$ cat config.mk
export PLATFORM = sky130hd
export DESIGN_NAME = lfwdt_top
export DESIGN_NICKNAME = d
export VERILOG_FILES = /design/src/hdl/lfwdt_pkg.sv /design/src/hdl/lfwdt_top.sv
export SDC_FILE = /design/constraint.sdc
export NUM_CORES = 1
export LEC_CHECK = 0
export ABC_AREA = 1
export BUFFER_PORTS_ARGS = -buffer_cell sky130_fd_sc_hd__buf_2
export CORE_ASPECT_RATIO = 0.5
export CORE_MARGIN = 2
export CORE_UTILIZATION = 50
export CTS_CLUSTER_SIZE = 16
export DETAILED_ROUTE_END_ITERATION = 7
export PLACE_DENSITY = 0.75
export SYNTH_ARGS = -nofsm -noshare
export SYNTH_HDL_FRONTEND = slang
export SYNTH_SLANG_ARGS = --single-unit
$ cat constraint.sdc
create_clock -name clk_sys -period 4.61 [get_ports clk_sys]
set_input_delay 0.461 -clock clk_sys [delete_from_list [all_inputs] [get_ports clk_sys]]
set_output_delay 0.461 -clock clk_sys [all_outputs]
set_load 0.05 [all_outputs]
$ cat src/hdl/lfwdt_pkg.sv
// Package: constants and types of the low-frequency watchdog
package lfwdt_pkg;
	localparam int          WB_AW          = 12;
	localparam int          WB_DW          = 32;
	localparam int          IDX_W          = 10;
	localparam int          CNT_W          = 24;
	localparam int          SV_W           = 16;
	localparam int          CNT_OFS        = 8;
	// Register indices; byte address is four times the index
	localparam logic [9:0]  IDX_START      = 10'h0af;
	localparam logic [9:0]  IDX_CTRL       = 10'h0b0;
	// Control / status fields at IDX_CTRL
	localparam int          CTRL_RET_CLR   = 0;
	localparam int          STAT_ACTIVE    = 1;
	localparam int          STAT_WR_HIGH   = 2;
	localparam int          STAT_RD_HIGH   = 3;
	localparam logic [15:0] START_RST      = 16'h0000;
	localparam logic        RET_CLR_RST    = 1'b0;
	// Low-frequency tick rate and the system clock it is sampled on
	localparam int          LF_FREQ_HZ     = 32768;
	localparam int          SYS_FREQ_HZ    = 40000000;
	localparam int          SYS_PER_LF     = SYS_FREQ_HZ / LF_FREQ_HZ;
	localparam logic [23:0] CNT_ONE        = 24'h000001;

	typedef struct packed {
		logic                cyc;
		logic                stb;
		logic                we;
		logic [WB_AW-1:0]    adr;
		logic [3:0]          sel;
		logic [WB_DW-1:0]    dat;
	} lfwdt_wb_req_type;

	typedef enum logic [2:0] {
		LFWDT_OFF  = 3'b001,
		LFWDT_RUN  = 3'b010,
		LFWDT_FIRE = 3'b100
	} lfwdt_state_type;
endpackage

$ cat src/hdl/lfwdt_top.sv
// Low-frequency watchdog timer with classic Wishbone register access
// Functional notes
// Countdown advances only on ticks of the 32.768 kHz low-frequency clock.
// Start value forms counter bits 23:8; bits 7:0 load as zero.
// Start value is moved as two byte transfers, low byte first.
// After a write the next read is low; after a read the next write is low.
// Software keeps both byte writes, or both reads, free of the other kind.
// Reads return the stored start value, never the live counter.
// After any reset the watchdog is disabled and does not count.
// Writing both bytes of the start value activates the watchdog.
// Active counter counts down toward zero from start value times 256.
// Reaching zero resets the whole microcontroller and its peripherals.
// Watchdog reset acts exactly like power-on or pin reset.
// Every complete start value write reloads the counter and restarts.
// Software rewrites the start value before the counter reaches zero.
// Timeout is start value times 256 over 32768 s; least 7.8125 ms.
// Start value zero gives the longest timeout of 512 s, not disable.
// Once started only system reset or configured retention entry stops it.
// Software keeps a 32.768 kHz source enabled while the watchdog is used.
// In memory retention with timers on, counting continues on the slow clock.
// A lone low byte write neither starts nor restarts the counter.
//
// Decided for this implementation: the Wishbone register port.
`timescale 1ns/1ps
module lfwdt_top
	import lfwdt_pkg::*;
(
	// System
	input  wire logic             clk_sys,
	input  wire logic             srst,
	// Wishbone slave
	input  wire lfwdt_wb_req_type wb_req,
	output logic                  wb_ack,
	output logic [WB_DW-1:0]      wb_dat_o,
	// Low-frequency clock pin, sampled as data
	input  wire logic             lf_clk_in,
	// Power manager: one-cycle pulse on entry to a retention power-down mode
	input  wire logic             retention_entry,
	// System reset request, held until the reset network answers on srst
	output logic                  wdt_reset_req,
	output logic                  wdt_active
);

	logic            lf_s1_r, lf_s2_r, lf_s3_r;
	logic            lf_tick;
	logic            ack_r, ack_nxt;
	logic [31:0]     dat_r, dat_nxt;
	logic [15:0]     start_r, start_nxt;
	logic [7:0]      low_hold_r, low_hold_nxt;
	logic            wr_high_r, wr_high_nxt;
	logic            rd_high_r, rd_high_nxt;
	logic            ret_clr_r, ret_clr_nxt;
	logic [CNT_W-1:0] cnt_r, cnt_nxt;
	lfwdt_state_type state_r, state_nxt;
	logic            req, hit_start, hit_ctrl, lane0;
	logic            wr_start, rd_start, commit;
	logic [IDX_W-1:0] idx;

	// Two-stage synchroniser; the edge detector looks only at stages two and three
	always_ff @(posedge clk_sys) begin
		if (srst) begin
			lf_s1_r <= 1'b0;
			lf_s2_r <= 1'b0;
			lf_s3_r <= 1'b0;
		end else begin
			lf_s1_r <= lf_clk_in;
			lf_s2_r <= lf_s1_r;
			lf_s3_r <= lf_s2_r;
		end
	end
	assign lf_tick = lf_s2_r & ~lf_s3_r;

	assign idx       = wb_req.adr[WB_AW-1:2];
	assign req       = wb_req.cyc & wb_req.stb & ~ack_r;
	assign lane0     = wb_req.sel[0];
	assign hit_start = (idx == IDX_START);
	assign hit_ctrl  = (idx == IDX_CTRL);
	// Only lane 0 carries the byte; other lanes are ignored, not an error
	assign wr_start  = req & hit_start & wb_req.we & lane0;
	assign rd_start  = req & hit_start & ~wb_req.we;
	assign commit    = wr_start & wr_high_r;

	always_comb begin
		ack_nxt      = req;
		dat_nxt      = dat_r;
		start_nxt    = start_r;
		low_hold_nxt = low_hold_r;
		wr_high_nxt  = wr_high_r;
		rd_high_nxt  = rd_high_r;
		ret_clr_nxt  = ret_clr_r;
		cnt_nxt      = cnt_r;
		state_nxt    = state_r;
		if (req & ~wb_req.we) begin
			dat_nxt = 32'h0000_0000;
		end
		// Byte sequencing of the start value
		if (wr_start) begin
			rd_high_nxt = 1'b0;
			wr_high_nxt = ~wr_high_r;
			if (!wr_high_r) begin
				low_hold_nxt = wb_req.dat[7:0];
			end else begin
				start_nxt = {wb_req.dat[7:0], low_hold_r};
			end
		end
		if (rd_start) begin
			wr_high_nxt = 1'b0;
			rd_high_nxt = ~rd_high_r;
			dat_nxt     = {24'h00_0000, rd_high_r ? start_r[15:8] : start_r[7:0]};
		end
		if (req & hit_ctrl & wb_req.we & lane0) begin
			ret_clr_nxt = wb_req.dat[CTRL_RET_CLR];
		end
		if (req & hit_ctrl & ~wb_req.we) begin
			dat_nxt = '0;
			dat_nxt[CTRL_RET_CLR] = ret_clr_r;
			dat_nxt[STAT_ACTIVE]  = (state_r != LFWDT_OFF);
			dat_nxt[STAT_WR_HIGH] = wr_high_r;
			dat_nxt[STAT_RD_HIGH] = rd_high_r;
		end
		// Countdown; a start value of zero wraps to the full 2^24 ticks
		unique case (state_r)
			LFWDT_OFF: begin
				if (commit) begin
					cnt_nxt   = {wb_req.dat[7:0], low_hold_r, 8'h00};
					state_nxt = LFWDT_RUN;
				end
			end
			LFWDT_RUN: begin
				if (commit) begin
					cnt_nxt = {wb_req.dat[7:0], low_hold_r, 8'h00};
				end else if (lf_tick) begin
					cnt_nxt = cnt_r - CNT_ONE;
					if (cnt_r == CNT_ONE) begin
						state_nxt = LFWDT_FIRE;
					end
				end
				// Retention entry stops it only when software asked for that
				if (retention_entry && ret_clr_r) begin
					state_nxt = LFWDT_OFF;
				end
			end
			LFWDT_FIRE: begin
				state_nxt = LFWDT_FIRE;
			end
		endcase
	end

	always_ff @(posedge clk_sys) begin
		if (srst) begin
			ack_r      <= 1'b0;
			dat_r      <= 32'h0000_0000;
			start_r    <= START_RST;
			low_hold_r <= 8'h00;
			wr_high_r  <= 1'b0;
			rd_high_r  <= 1'b0;
			ret_clr_r  <= RET_CLR_RST;
			cnt_r      <= 24'h00_0000;
			state_r    <= LFWDT_OFF;
		end else begin
			ack_r      <= ack_nxt;
			dat_r      <= dat_nxt;
			start_r    <= start_nxt;
			low_hold_r <= low_hold_nxt;
			wr_high_r  <= wr_high_nxt;
			rd_high_r  <= rd_high_nxt;
			ret_clr_r  <= ret_clr_nxt;
			cnt_r      <= cnt_nxt;
			state_r    <= state_nxt;
		end
	end

	assign wb_ack        = ack_r;
	assign wb_dat_o      = dat_r;
	// Fed into the same reset network as power-on and pin reset
	assign wdt_reset_req = (state_r == LFWDT_FIRE);
	assign wdt_active    = (state_r != LFWDT_OFF);

	// Checks

	// Reset itself is checked without the usual disable, since it is the event under test
	reset_clear_a: assert property (@(posedge clk_sys)
		srst
		|=> !wb_ack && wb_dat_o == 32'h0000_0000 && state_r == LFWDT_OFF)
		else $error("reset did not clear the watchdog");

	off_quiet_a: assert property (@(posedge clk_sys) disable iff (srst)
		(state_r == LFWDT_OFF)
		|-> !wdt_reset_req && !wdt_active)
		else $error("disabled watchdog asserts reset or active");

	off_hold_a: assert property (@(posedge clk_sys) disable iff (srst)
		state_r == LFWDT_OFF && !commit
		|=> state_r == LFWDT_OFF && cnt_r == $past(cnt_r))
		else $error("disabled watchdog started without a full start write");

	// Byte sequencing of the start value
	wrptr_step_a: assert property (@(posedge clk_sys) disable iff (srst)
		wr_start
		|=> wr_high_r == !$past(wr_high_r))
		else $error("write pointer did not alternate");

	ptr_after_a: assert property (@(posedge clk_sys) disable iff (srst)
		wr_start
		|=> !rd_high_r)
		else $error("write did not return the read pointer to the low byte");

	rdptr_after_a: assert property (@(posedge clk_sys) disable iff (srst)
		rd_start
		|=> !wr_high_r && rd_high_r == !$past(rd_high_r))
		else $error("read did not return the write pointer to the low byte");

	stray_wr_a: assert property (@(posedge clk_sys) disable iff (srst)
		req && wb_req.we && !hit_start
		|=> wr_high_r == $past(wr_high_r) && start_r == $past(start_r))
		else $error("write elsewhere disturbed the start value sequence");

	low_only_a: assert property (@(posedge clk_sys) disable iff (srst)
		wr_start && !wr_high_r && !retention_entry && !lf_tick
		|=> wr_high_r && cnt_r == $past(cnt_r) && state_r == $past(state_r))
		else $error("lone low byte write changed the counter");

	// Readback path
	readback_a: assert property (@(posedge clk_sys) disable iff (srst)
		rd_start
		|=> wb_dat_o[7:0] == ($past(rd_high_r) ? start_r[15:8] : start_r[7:0])
		&& wb_dat_o[31:8] == 24'h00_0000)
		else $error("start value readback wrong");

	start_hold_a: assert property (@(posedge clk_sys) disable iff (srst)
		!commit
		|=> start_r == $past(start_r))
		else $error("stored start value changed without a full write");

	stray_rd_a: assert property (@(posedge clk_sys) disable iff (srst)
		req && !wb_req.we && !hit_start && !hit_ctrl
		|=> wb_dat_o == 32'h0000_0000)
		else $error("unmapped read returned data");

	// Counter; while running, retention clear wins over a reload in the same cycle; while off, a full write starts it
	reload_a: assert property (@(posedge clk_sys) disable iff (srst)
		commit && state_r != LFWDT_FIRE && !(retention_entry && ret_clr_r)
		|=> cnt_r[7:0] == 8'h00 && cnt_r[23:8] == start_r && state_r == LFWDT_RUN)
		else $error("full start write did not reload and run the counter");

	count_a: assert property (@(posedge clk_sys) disable iff (srst)
		state_r == LFWDT_RUN && lf_tick && !commit && cnt_r != CNT_ONE
		|=> cnt_r == $past(cnt_r) - CNT_ONE)
		else $error("counter did not step down on a low-frequency tick");

	hold_a: assert property (@(posedge clk_sys) disable iff (srst)
		state_r == LFWDT_RUN && !lf_tick && !commit
		|=> cnt_r == $past(cnt_r))
		else $error("counter moved without a low-frequency tick");

	zero_wrap_a: assert property (@(posedge clk_sys) disable iff (srst)
		state_r == LFWDT_RUN && lf_tick && !commit && cnt_r == 24'h00_0000
		&& !(retention_entry && ret_clr_r)
		|=> cnt_r == 24'hff_ffff && state_r == LFWDT_RUN)
		else $error("zero start value did not give the longest interval");

	// The reset request loops back onto srst, so this one must not be disabled by it
	fire_a: assert property (@(posedge clk_sys)
		!srst && state_r == LFWDT_RUN && lf_tick && !commit && cnt_r == CNT_ONE
		&& !(retention_entry && ret_clr_r)
		|=> wdt_reset_req)
		else $error("reset request missing at zero");

	// Stopping rules
	no_stop_a: assert property (@(posedge clk_sys) disable iff (srst)
		state_r != LFWDT_OFF && !(retention_entry && ret_clr_r)
		|=> state_r != LFWDT_OFF)
		else $error("watchdog stopped without reset or retention clear");

	ret_keep_a: assert property (@(posedge clk_sys) disable iff (srst)
		state_r == LFWDT_RUN && retention_entry && !ret_clr_r
		&& !(lf_tick && cnt_r == CNT_ONE)
		|=> state_r == LFWDT_RUN)
		else $error("timers-on retention stopped the watchdog");

	ret_stop_a: assert property (@(posedge clk_sys) disable iff (srst)
		state_r == LFWDT_RUN && retention_entry && ret_clr_r
		|=> state_r == LFWDT_OFF && !wdt_reset_req)
		else $error("configured retention entry did not stop the watchdog");

	// Bus handshake
	ack_once_a: assert property (@(posedge clk_sys) disable iff (srst)
		req
		|=> wb_ack ##1 !wb_ack)
		else $error("wishbone ack not a single cycle");

	ack_cause_a: assert property (@(posedge clk_sys) disable iff (srst)
		wb_ack
		|-> $past(req))
		else $error("wishbone ack without a request");

	dat_stand_a: assert property (@(posedge clk_sys) disable iff (srst)
		!(req && !wb_req.we)
		|=> wb_dat_o == $past(wb_dat_o))
		else $error("read data changed without a read");

	start_cv: cover property (@(posedge clk_sys) disable iff (srst)
		state_r == LFWDT_OFF ##1 state_r == LFWDT_RUN);
	reload_cv: cover property (@(posedge clk_sys) disable iff (srst)
		state_r == LFWDT_RUN && commit);
	fire_cv: cover property (@(posedge clk_sys) wdt_reset_req);
	ret_cv: cover property (@(posedge clk_sys) disable iff (srst)
		state_r == LFWDT_RUN && retention_entry && ret_clr_r);
	zero_cv: cover property (@(posedge clk_sys) disable iff (srst)
		state_r == LFWDT_RUN && lf_tick && cnt_r == 24'h00_0000);

endmodule

==> results of run 1 <==
==> metrics by stage <==
step / power (mW) / cells / setup slack (ns) / utilization [%]
detailed placement: 0.7357 / 682 / 2.414 / 52.83
global placement: 0.7347 / 682 / 2.448 / 52.83
floorplan: 0.7184 / 589 / 2.644 / -
global route: 1.546 / 698 / 2.435 / 57.43
finish: 1.494 / 698 / 2.641 / 57.43
CTS: 1.504 / 698 / 2.664 / 57.43
==> logic make-up (layout without fill, tap and decap cells) <==
family,Yosys count,count (layout),share of synthesized area (%)
AND/OR/NAND/NOR,279,279,33.89
other,1,24,0.1003
buffers and inverters,112,125,14.79
flip-flops,66,66,35.33
XOR/XNOR,4,4,0.9369
adder cells (fa/ha/maj),2,2,0.6690
AO/OA/AOI/OAI,102,102,14.29
==> how the worst max path moves through the flow <==
stage / to / cells after the start / start
floorplan: wdt_reset_req / 1 / state_r[0]$_SDFFE_PP1P_
global placement: cnt_r[10]$_SDFFE_PP0P_ / 9 / wb_req[47]
detailed placement: cnt_r[4]$_SDFFE_PP0P_ / 9 / wb_req[47]
CTS: cnt_r[12]$_SDFFE_PP0P_ / 9 / wb_ack$_SDFF_PP0_
global route: cnt_r[21]$_SDFFE_PP0P_ / 9 / wb_ack$_SDFF_PP0_
finish: cnt_r[12]$_SDFFE_PP0P_ / 9 / wb_ack$_SDFF_PP0_
==> layout make-up <==
type                    count  area share [%]
flip-flops and latches     66           31.54
repair buffers             37           4.480
well taps                  96           2.867
multi-input cells         411           46.59
inverters                  72           6.511
clock buffers              11           5.556
clock inverters             5           2.449
==> power breakdown <==
part           switching (mW)  internal (mW)  total, mW
Clock                   0.242          0.527      0.769
Sequential            0.00395          0.576      0.580
Combinational           0.114         0.0304      0.145
Total                   0.360           1.13       1.49
==> layout by cell type, fill, tap and decap left out, types with 3 or more instances in the layout <==
master / count
nand2_1: 139
inv_1: 66
dfxtp_1: 66
nor2_1: 55
a21oi_1: 51
o21ai_0: 40
buf_2: 36
nand3_1: 35
conb_1: 24
nand4_1: 19
clkbuf_16: 9
nor2_2: 8
inv_2: 5
nand3b_1: 5
o211ai_1: 5
nor2_4: 4
nand2_2: 4
nor3_1: 3
o21ai_1: 3
bufinv_16: 3
==> worst reg2reg max path: stages, from the launching register on <==
cell,delay [ns]
dfxtp_1,0.33
inv_2,0.05
nand3_2,0.08
nor2_2,0.21
nand4_4,0.40
nand2_4,0.38
inv_4,0.12
nand2_1,0.08
nand3_1,0.08
a21oi_1,0.17
==> layer usage <==
metal / vias up / GRT usage (%) / wire length (um)
li1: 1841 / - / -
met1: 1568 / 28.47 / 4116
met2: 116 / 36.36 / 3673
met3: 10 / 4.642 / 555
met4: 0 / 7.555 / 111
met5: - / 0 / 0
==> sequential cells by signal, indices dropped and copies added, names as in the netlist <==
signal	flops
rd_high_r	1
low_hold_r	8
state_r	3
cnt_r	24
wb_dat_o	8
lf_s1_r	1
lf_s3_r	1
start_r	16
lf_s2_r	1
wr_high_r	1
ret_clr_r	1
wb_ack	1
==> metrics.md, run 1 <==
| Metric | Value |
|---|---|
| Die ar. | 8230 um2 |
| FF-to-FF path depth | 9 |
| Count of cell types in the netlist | 33 |
| RePlAce Congestion | 0.9240 |
| Post-synth EDFFs | 0 |
| Layout cells sized above 1 | 12.96% |
| Area share of the largest cell type after synthesis | 35.33% |
| Initial core utilization | 51.27% |
| Die W | 126.3 um |
| Post-synthesis area per instance | 6.607 um2 |
| Post-Syn Area | 3740 um2 |
| Most area-consuming cells after synthesis | dfxtp_1, nand2_1, a21oi_1, inv_1, nor2_1 |
| Top Ports | 90 |
| CP Max Fanout | 27 |
| First-pass DRT Iterations | 6 |
| Drt drc | 0 |
| Antenna cell count | 0 |
| Critical Path Source Type | flip-flop |
| Post-synth top cells | nand2_1, dfxtp_1, inv_1 |
| Layout area overhead | 12.01% |
| H-tree Lvls | 3 |
| Initial DRC count | 366 |
| Cells along the critical path | inv_2, nand3_2, nor2_2, nand4_4, nand2_4, inv_4, nand2_1, nand3_1, a21oi_1 |
| Final setup vio count | 0 |
| Critical R2R Launch | wb_ack$_SDFF_PP0_ |
| Post-DP HPWL | 5.946 mm |
| Fmax | 507.9 MHz |
| Core Box Area | 7295 um2 |
| DP Area | 3854 um2 |
| Async SR Flop Fraction | 0% |
| Slowest cell on the critical path | nand4_4 |
| # fillers | 696 |
| Vias/cell | 5.064 |
| Top cell type by total area after synthesis | dfxtp_1 |
| RSZ-0062 raised after global routing | no |
| CP Data Required Time | 4.87 ns |
| WL final | 8.456 mm |
| Clock latency on the worst-skew pair | 0.33 ns |
| Num CTS Buffers | 9 |
| IO Port Bufs | 36 |
| Max-Cap Viols | 0 |
| Post-route ant nets | 0 |
| Top-count cell post-synth | nand2_1 |
| Multi-input logic area | 1952 um2 |
| Routed via count | 3535 |
| Ys flop type | dfxtp_1 |
| Hold Path Cell Cnt | 3 |
| Final Hold Viols | 0 |
| Yosys warns | 0 |
| Worst VDD drop | 0.0001970 V |
| Pwr Density | 356.6 nW/um2 |
| Cell Rows | 22 |
| Number of global-route vias before repair | 3211 |
| Status | finished, final reports clean |
| Global-route wire length before repair | 14.41 mm |
| Initial antenna violation count | 0 |
| Worst Tran Pin Value | 0.5695 ns |
| Design area | 4189 um2 |
| Final clock period utilization by the worst path | 42.71% |
| Crit path max-delay family | simple AND/OR/NAND/NOR gates |
| Clock tree buffer depth | 2 |
| Slew margin rel. | 61.63% |
| Slowest stage delay, CP | 0.40 ns |
| Sequential fraction of the synthesis area | 35.33% |
| WHS | 0.3388 ns |
| Post-Route Skew | 0.006387 ns |
| Register area | 1321 um2 |
| FF+latch count, synth | 66 |
| TritonCTS clock tree | done |
| CTS resizes | 0 |
| Max Slew Vio Count | 0 |
| Leak pwr | 1.990 nW |
| Largest net degree at the start of global routing | 35 |
| Worst Path Buf+Inv | 2 |
| FF-to-FF End | cnt_r[12]$_SDFFE_PP0P_ |
| Syn Inst Count | 566 |
| Hold_sp | lf_clk_in |
| Root Buffer Master | clkbuf_16 |
| Nets | 654 |
| Setup Buffers After CTS | 0 |
| Reg clk slew, reported paths | 0.05 ns |
| Total gr overflow | 0 |
| TNS Setup | 0 ns |
| Hold EP | lf_s1_r$_SDFF_PP0_ |
| Final min period | 1.969 ns |
| Die height | 65.16 um |
| Worst setup path class | flip-flop to flip-flop |
| HP Class | primary input to flip-flop |
| Crit path capture type | flip-flop |
| WL/cell | 12.11 um |
| Hold buffer count at cts | 0 |
| R2R Setup Slk | 2.64 ns |
| CTS sink cnt | 66 |
| GR Util All Layers | 21.81% |
| Arrival time worst endpoint | 2.23 ns |
Note: power is estimated with default switching activity, not from simulation.
==> inputs of run 2 (changes only) <==
- clock period: 4.61 -> 1.95 ns (I/O delays scaled with it)
==> run 2 against run 1 <==
Via count rose by 0.74%. Wire length increased by 1.1%. Sequential share of layout area fell by 0.31 points. Non-clock buffer count is 7 higher. Combinational power increased by 140%. Flip-flop and latch count is the same. Count of clock-buffer cells in the layout did not move. Maximum frequency rose by 13%. Cell count rose by 1.0%. Critical path type unchanged.
==> metrics.md, run 2 (synthesis gave the netlist of run 1 again) <==
| Metric | Value |
|---|---|
| Initial antenna violation count | 0 (unchanged) |
| Worst setup path class | flip-flop to flip-flop |
| Max FFs per register | 24 (unchanged) |
| Status | finished, final reports clean |
| CTS sink cnt | 66 (unchanged) |
| Arrival time worst endpoint | 1.96 ns (-0.27 ns) |
| Num CTS Buffers | 9 (unchanged) |
| Nets | 661 (+1.1%) |
| Top reg by flops | cnt_r |
| Post-DP HPWL | 6.206 mm (+4.4%) |
| IO Port Bufs | 36 (unchanged) |
| Fmax | 574.6 MHz (+13%) |
| R2R Setup Slk | 0.21 ns (-2.43 ns) |
| Slowest cell on the critical path | dfxtp_1 |
| Crit. path cell count | 8 (-1) |
| Final clock period utilization by the worst path | 89.25% (+47 points) |
| Clock tree buffer depth | 2 (unchanged) |
| Slew margin rel. | 63.92% (+2.3 points) |
| Core Box Area | 7295 um2 (unchanged) |
| Worst setup path endpoint | cnt_r[10]$_SDFFE_PP0P_ |
| Worst Path Buf+Inv | 1 (-1) |
| Setup Buffers After CTS | 0 (unchanged) |
| Vias/cell | 5.051 (-0.26%) |
| Drt drc | 0 (unchanged) |
| Layout cells sized above 1 | 13.96% (+1.0 points) |
| Leak pwr | 2.019 nW (+1.5%) |
| Root Buffer Master | clkbuf_16 |
| Worst path most repeated cell | a21oi_1 |
| CP Data Required Time | 2.17 ns (-2.70 ns) |
| Largest net degree at the start of global routing | 31 (-11%) |
| Max Slew Vio Count | 0 (unchanged) |
| Number of global-route vias before repair | 3182 (-0.90%) |
| Commonest non-fill, non-tap cell in the layout | nand2_1 |
| CP Max Fanout | 17 (-37%) |
| First-pass DRT Iterations | 5 (-1) |
| Commonest cells after routing, fill and taps aside | nand2_1, inv_1, dfxtp_1, nor2_1, a21oi_1 |
| Post-route ant nets | 0 (unchanged) |
| Cell Rows | 22 (unchanged) |
| Hold Path Cell Cnt | 3 (unchanged) |
| Total gr overflow | 0 (unchanged) |
| Final Hold Viols | 0 (unchanged) |
| H-tree Lvls | 3 (unchanged) |
| Worst Tran Pin Value | 0.5405 ns (-0.02908 ns) |
| Die ar. | 8230 um2 (unchanged) |
| Post-Route Skew | 0.003394 ns (-0.002993 ns) |
| TritonCTS clock tree | done |
| Initial core utilization | 51.27% (unchanged) |
| Layout area overhead | 13.11% |
| CTS resizes | 0 (unchanged) |
| Die W | 126.3 um (unchanged) |
| Initial DRC count | 352 (-3.8%) |
| HP Class | primary input to flip-flop |
| Final setup vio count | 0 (unchanged) |
| Slowest stage delay, CP | 0.33 ns (-0.07 ns) |
| Routed via count | 3561 (+0.74%) |
| Critical R2R Launch | wb_ack$_SDFF_PP0_ |
| Critical Path Source | wb_ack$_SDFF_PP0_ |
| Global-route wire length before repair | 14.58 mm (+1.2%) |
| TNS Setup | 0 ns (unchanged) |
| Placed cell count | 689 (+1.0%) |
| Max-Cap Viols | 0 (unchanged) |
| FF-to-FF End | cnt_r[10]$_SDFFE_PP0P_ |
| Final min period | 1.740 ns (-0.2286 ns) |
| RSZ-0062 raised after global routing | no |
| WL final | 8.545 mm (+1.1%) |
| Crit path max-delay family | simple AND/OR/NAND/NOR gates |
| Top Ports | 90 (unchanged) |
| Clock latency on the worst-skew pair | 0.33 ns (about the same) |
| GR Util All Layers | 22.36% (+0.55 points) |
| Critical Path Source Type | flip-flop |
| Reg clk slew, reported paths | 0.05 ns (about the same) |
| Filler-free cell count of the finished design | 705 (+1.0%) |
| WL/cell | 12.12 um (about the same) |
| Hold buffer count at cts | 0 (unchanged) |
| Cells along the critical path | inv_2, nand3_2, nor2_2, nand4_4, nand2_1, nand2_2, a21oi_1, a21oi_1 |
| RePlAce Congestion | 0.8845 (-4.3%) |
| FF-to-FF path depth | 8 (-1) |
| Crit path capture type | flip-flop |
| Pwr Density | 808.0 nW/um2 (+130%) |
| Antenna cell count | 0 (unchanged) |
| Top Registers | cnt_r: 24 flops, start_r: 16 flops |
| Die height | 65.16 um (unchanged) |
| Worst VDD drop | 0.0004797 V (+140%) |
[run 2: cell types whose count changed in the layout (fill, tap and decap cells not counted), sizes merged]
cell,delta
clkinv,+2
buf,+7
bufinv,-1
clkinvlp,-1
[run 2: tightest hold or removal path, stage by stage]
cell and delay [ns]:
buf_2 0.08, inv_1 0.03, nor2_1 0.06
[run 2: worst min path at each step]
stage                             from                 end
finish                       lf_clk_in  lf_s1_r$_SDFF_PP0_
detailed placement  lf_s1_r$_SDFF_PP0_  lf_s2_r$_SDFF_PP0_
global placement    lf_s1_r$_SDFF_PP0_  lf_s2_r$_SDFF_PP0_
floorplan                    lf_clk_in  lf_s1_r$_SDFF_PP0_
global route                 lf_clk_in  lf_s1_r$_SDFF_PP0_
CTS                          lf_clk_in  lf_s1_r$_SDFF_PP0_
[run 2: power by group]
group | leakage (nW) | internal, mW | switching, mW
registers | 0.532 | 1.36 | 0.00892
logic | 1.33 | 0.0756 | 0.273
clock network | 0.153 | 1.12 | 0.583
total | 2.02 | 2.55 | 0.864
[run 2: cell type report]
cell class,instances,area (um2)
clock inverter,5,78.83
multi-input combinational,411,1952
clock buffer,11,232.7
inverter,72,272.8
timing repair buffer,44,252.7
sequential,66,1321
tap,96,120.1
fill,693,3064
[run 2: metal layers]
layer,part of all wire (%),track usage (%)
met1,49,28.91
met2,43,36.36
met3,6.4,5.456
met4,2.0,9.203
met5,0,0
[run 2: metrics by stage]
step / setup slack, ns / hold slack (ns) / utilization (%) / cell area (um2) / total power [mW]
4_1_cts: 0.1843 / 0.06973 / 57.99 / 4230 / 3.434
3_3_place_gp: 0.2663 / 0.4019 / 53.72 / 3919 / 1.741
3_5_place_dp: 0.2308 / 0.3995 / 53.72 / 3919 / 1.744
5_1_grt: 0.02029 / 0.09570 / 57.99 / 4230 / 3.526
6_report: 0.2097 / 0.06854 / 57.99 / 4230 / 3.418
2_1_floorplan: 0.04448 / 0.3020 / - / 3826 / 1.698
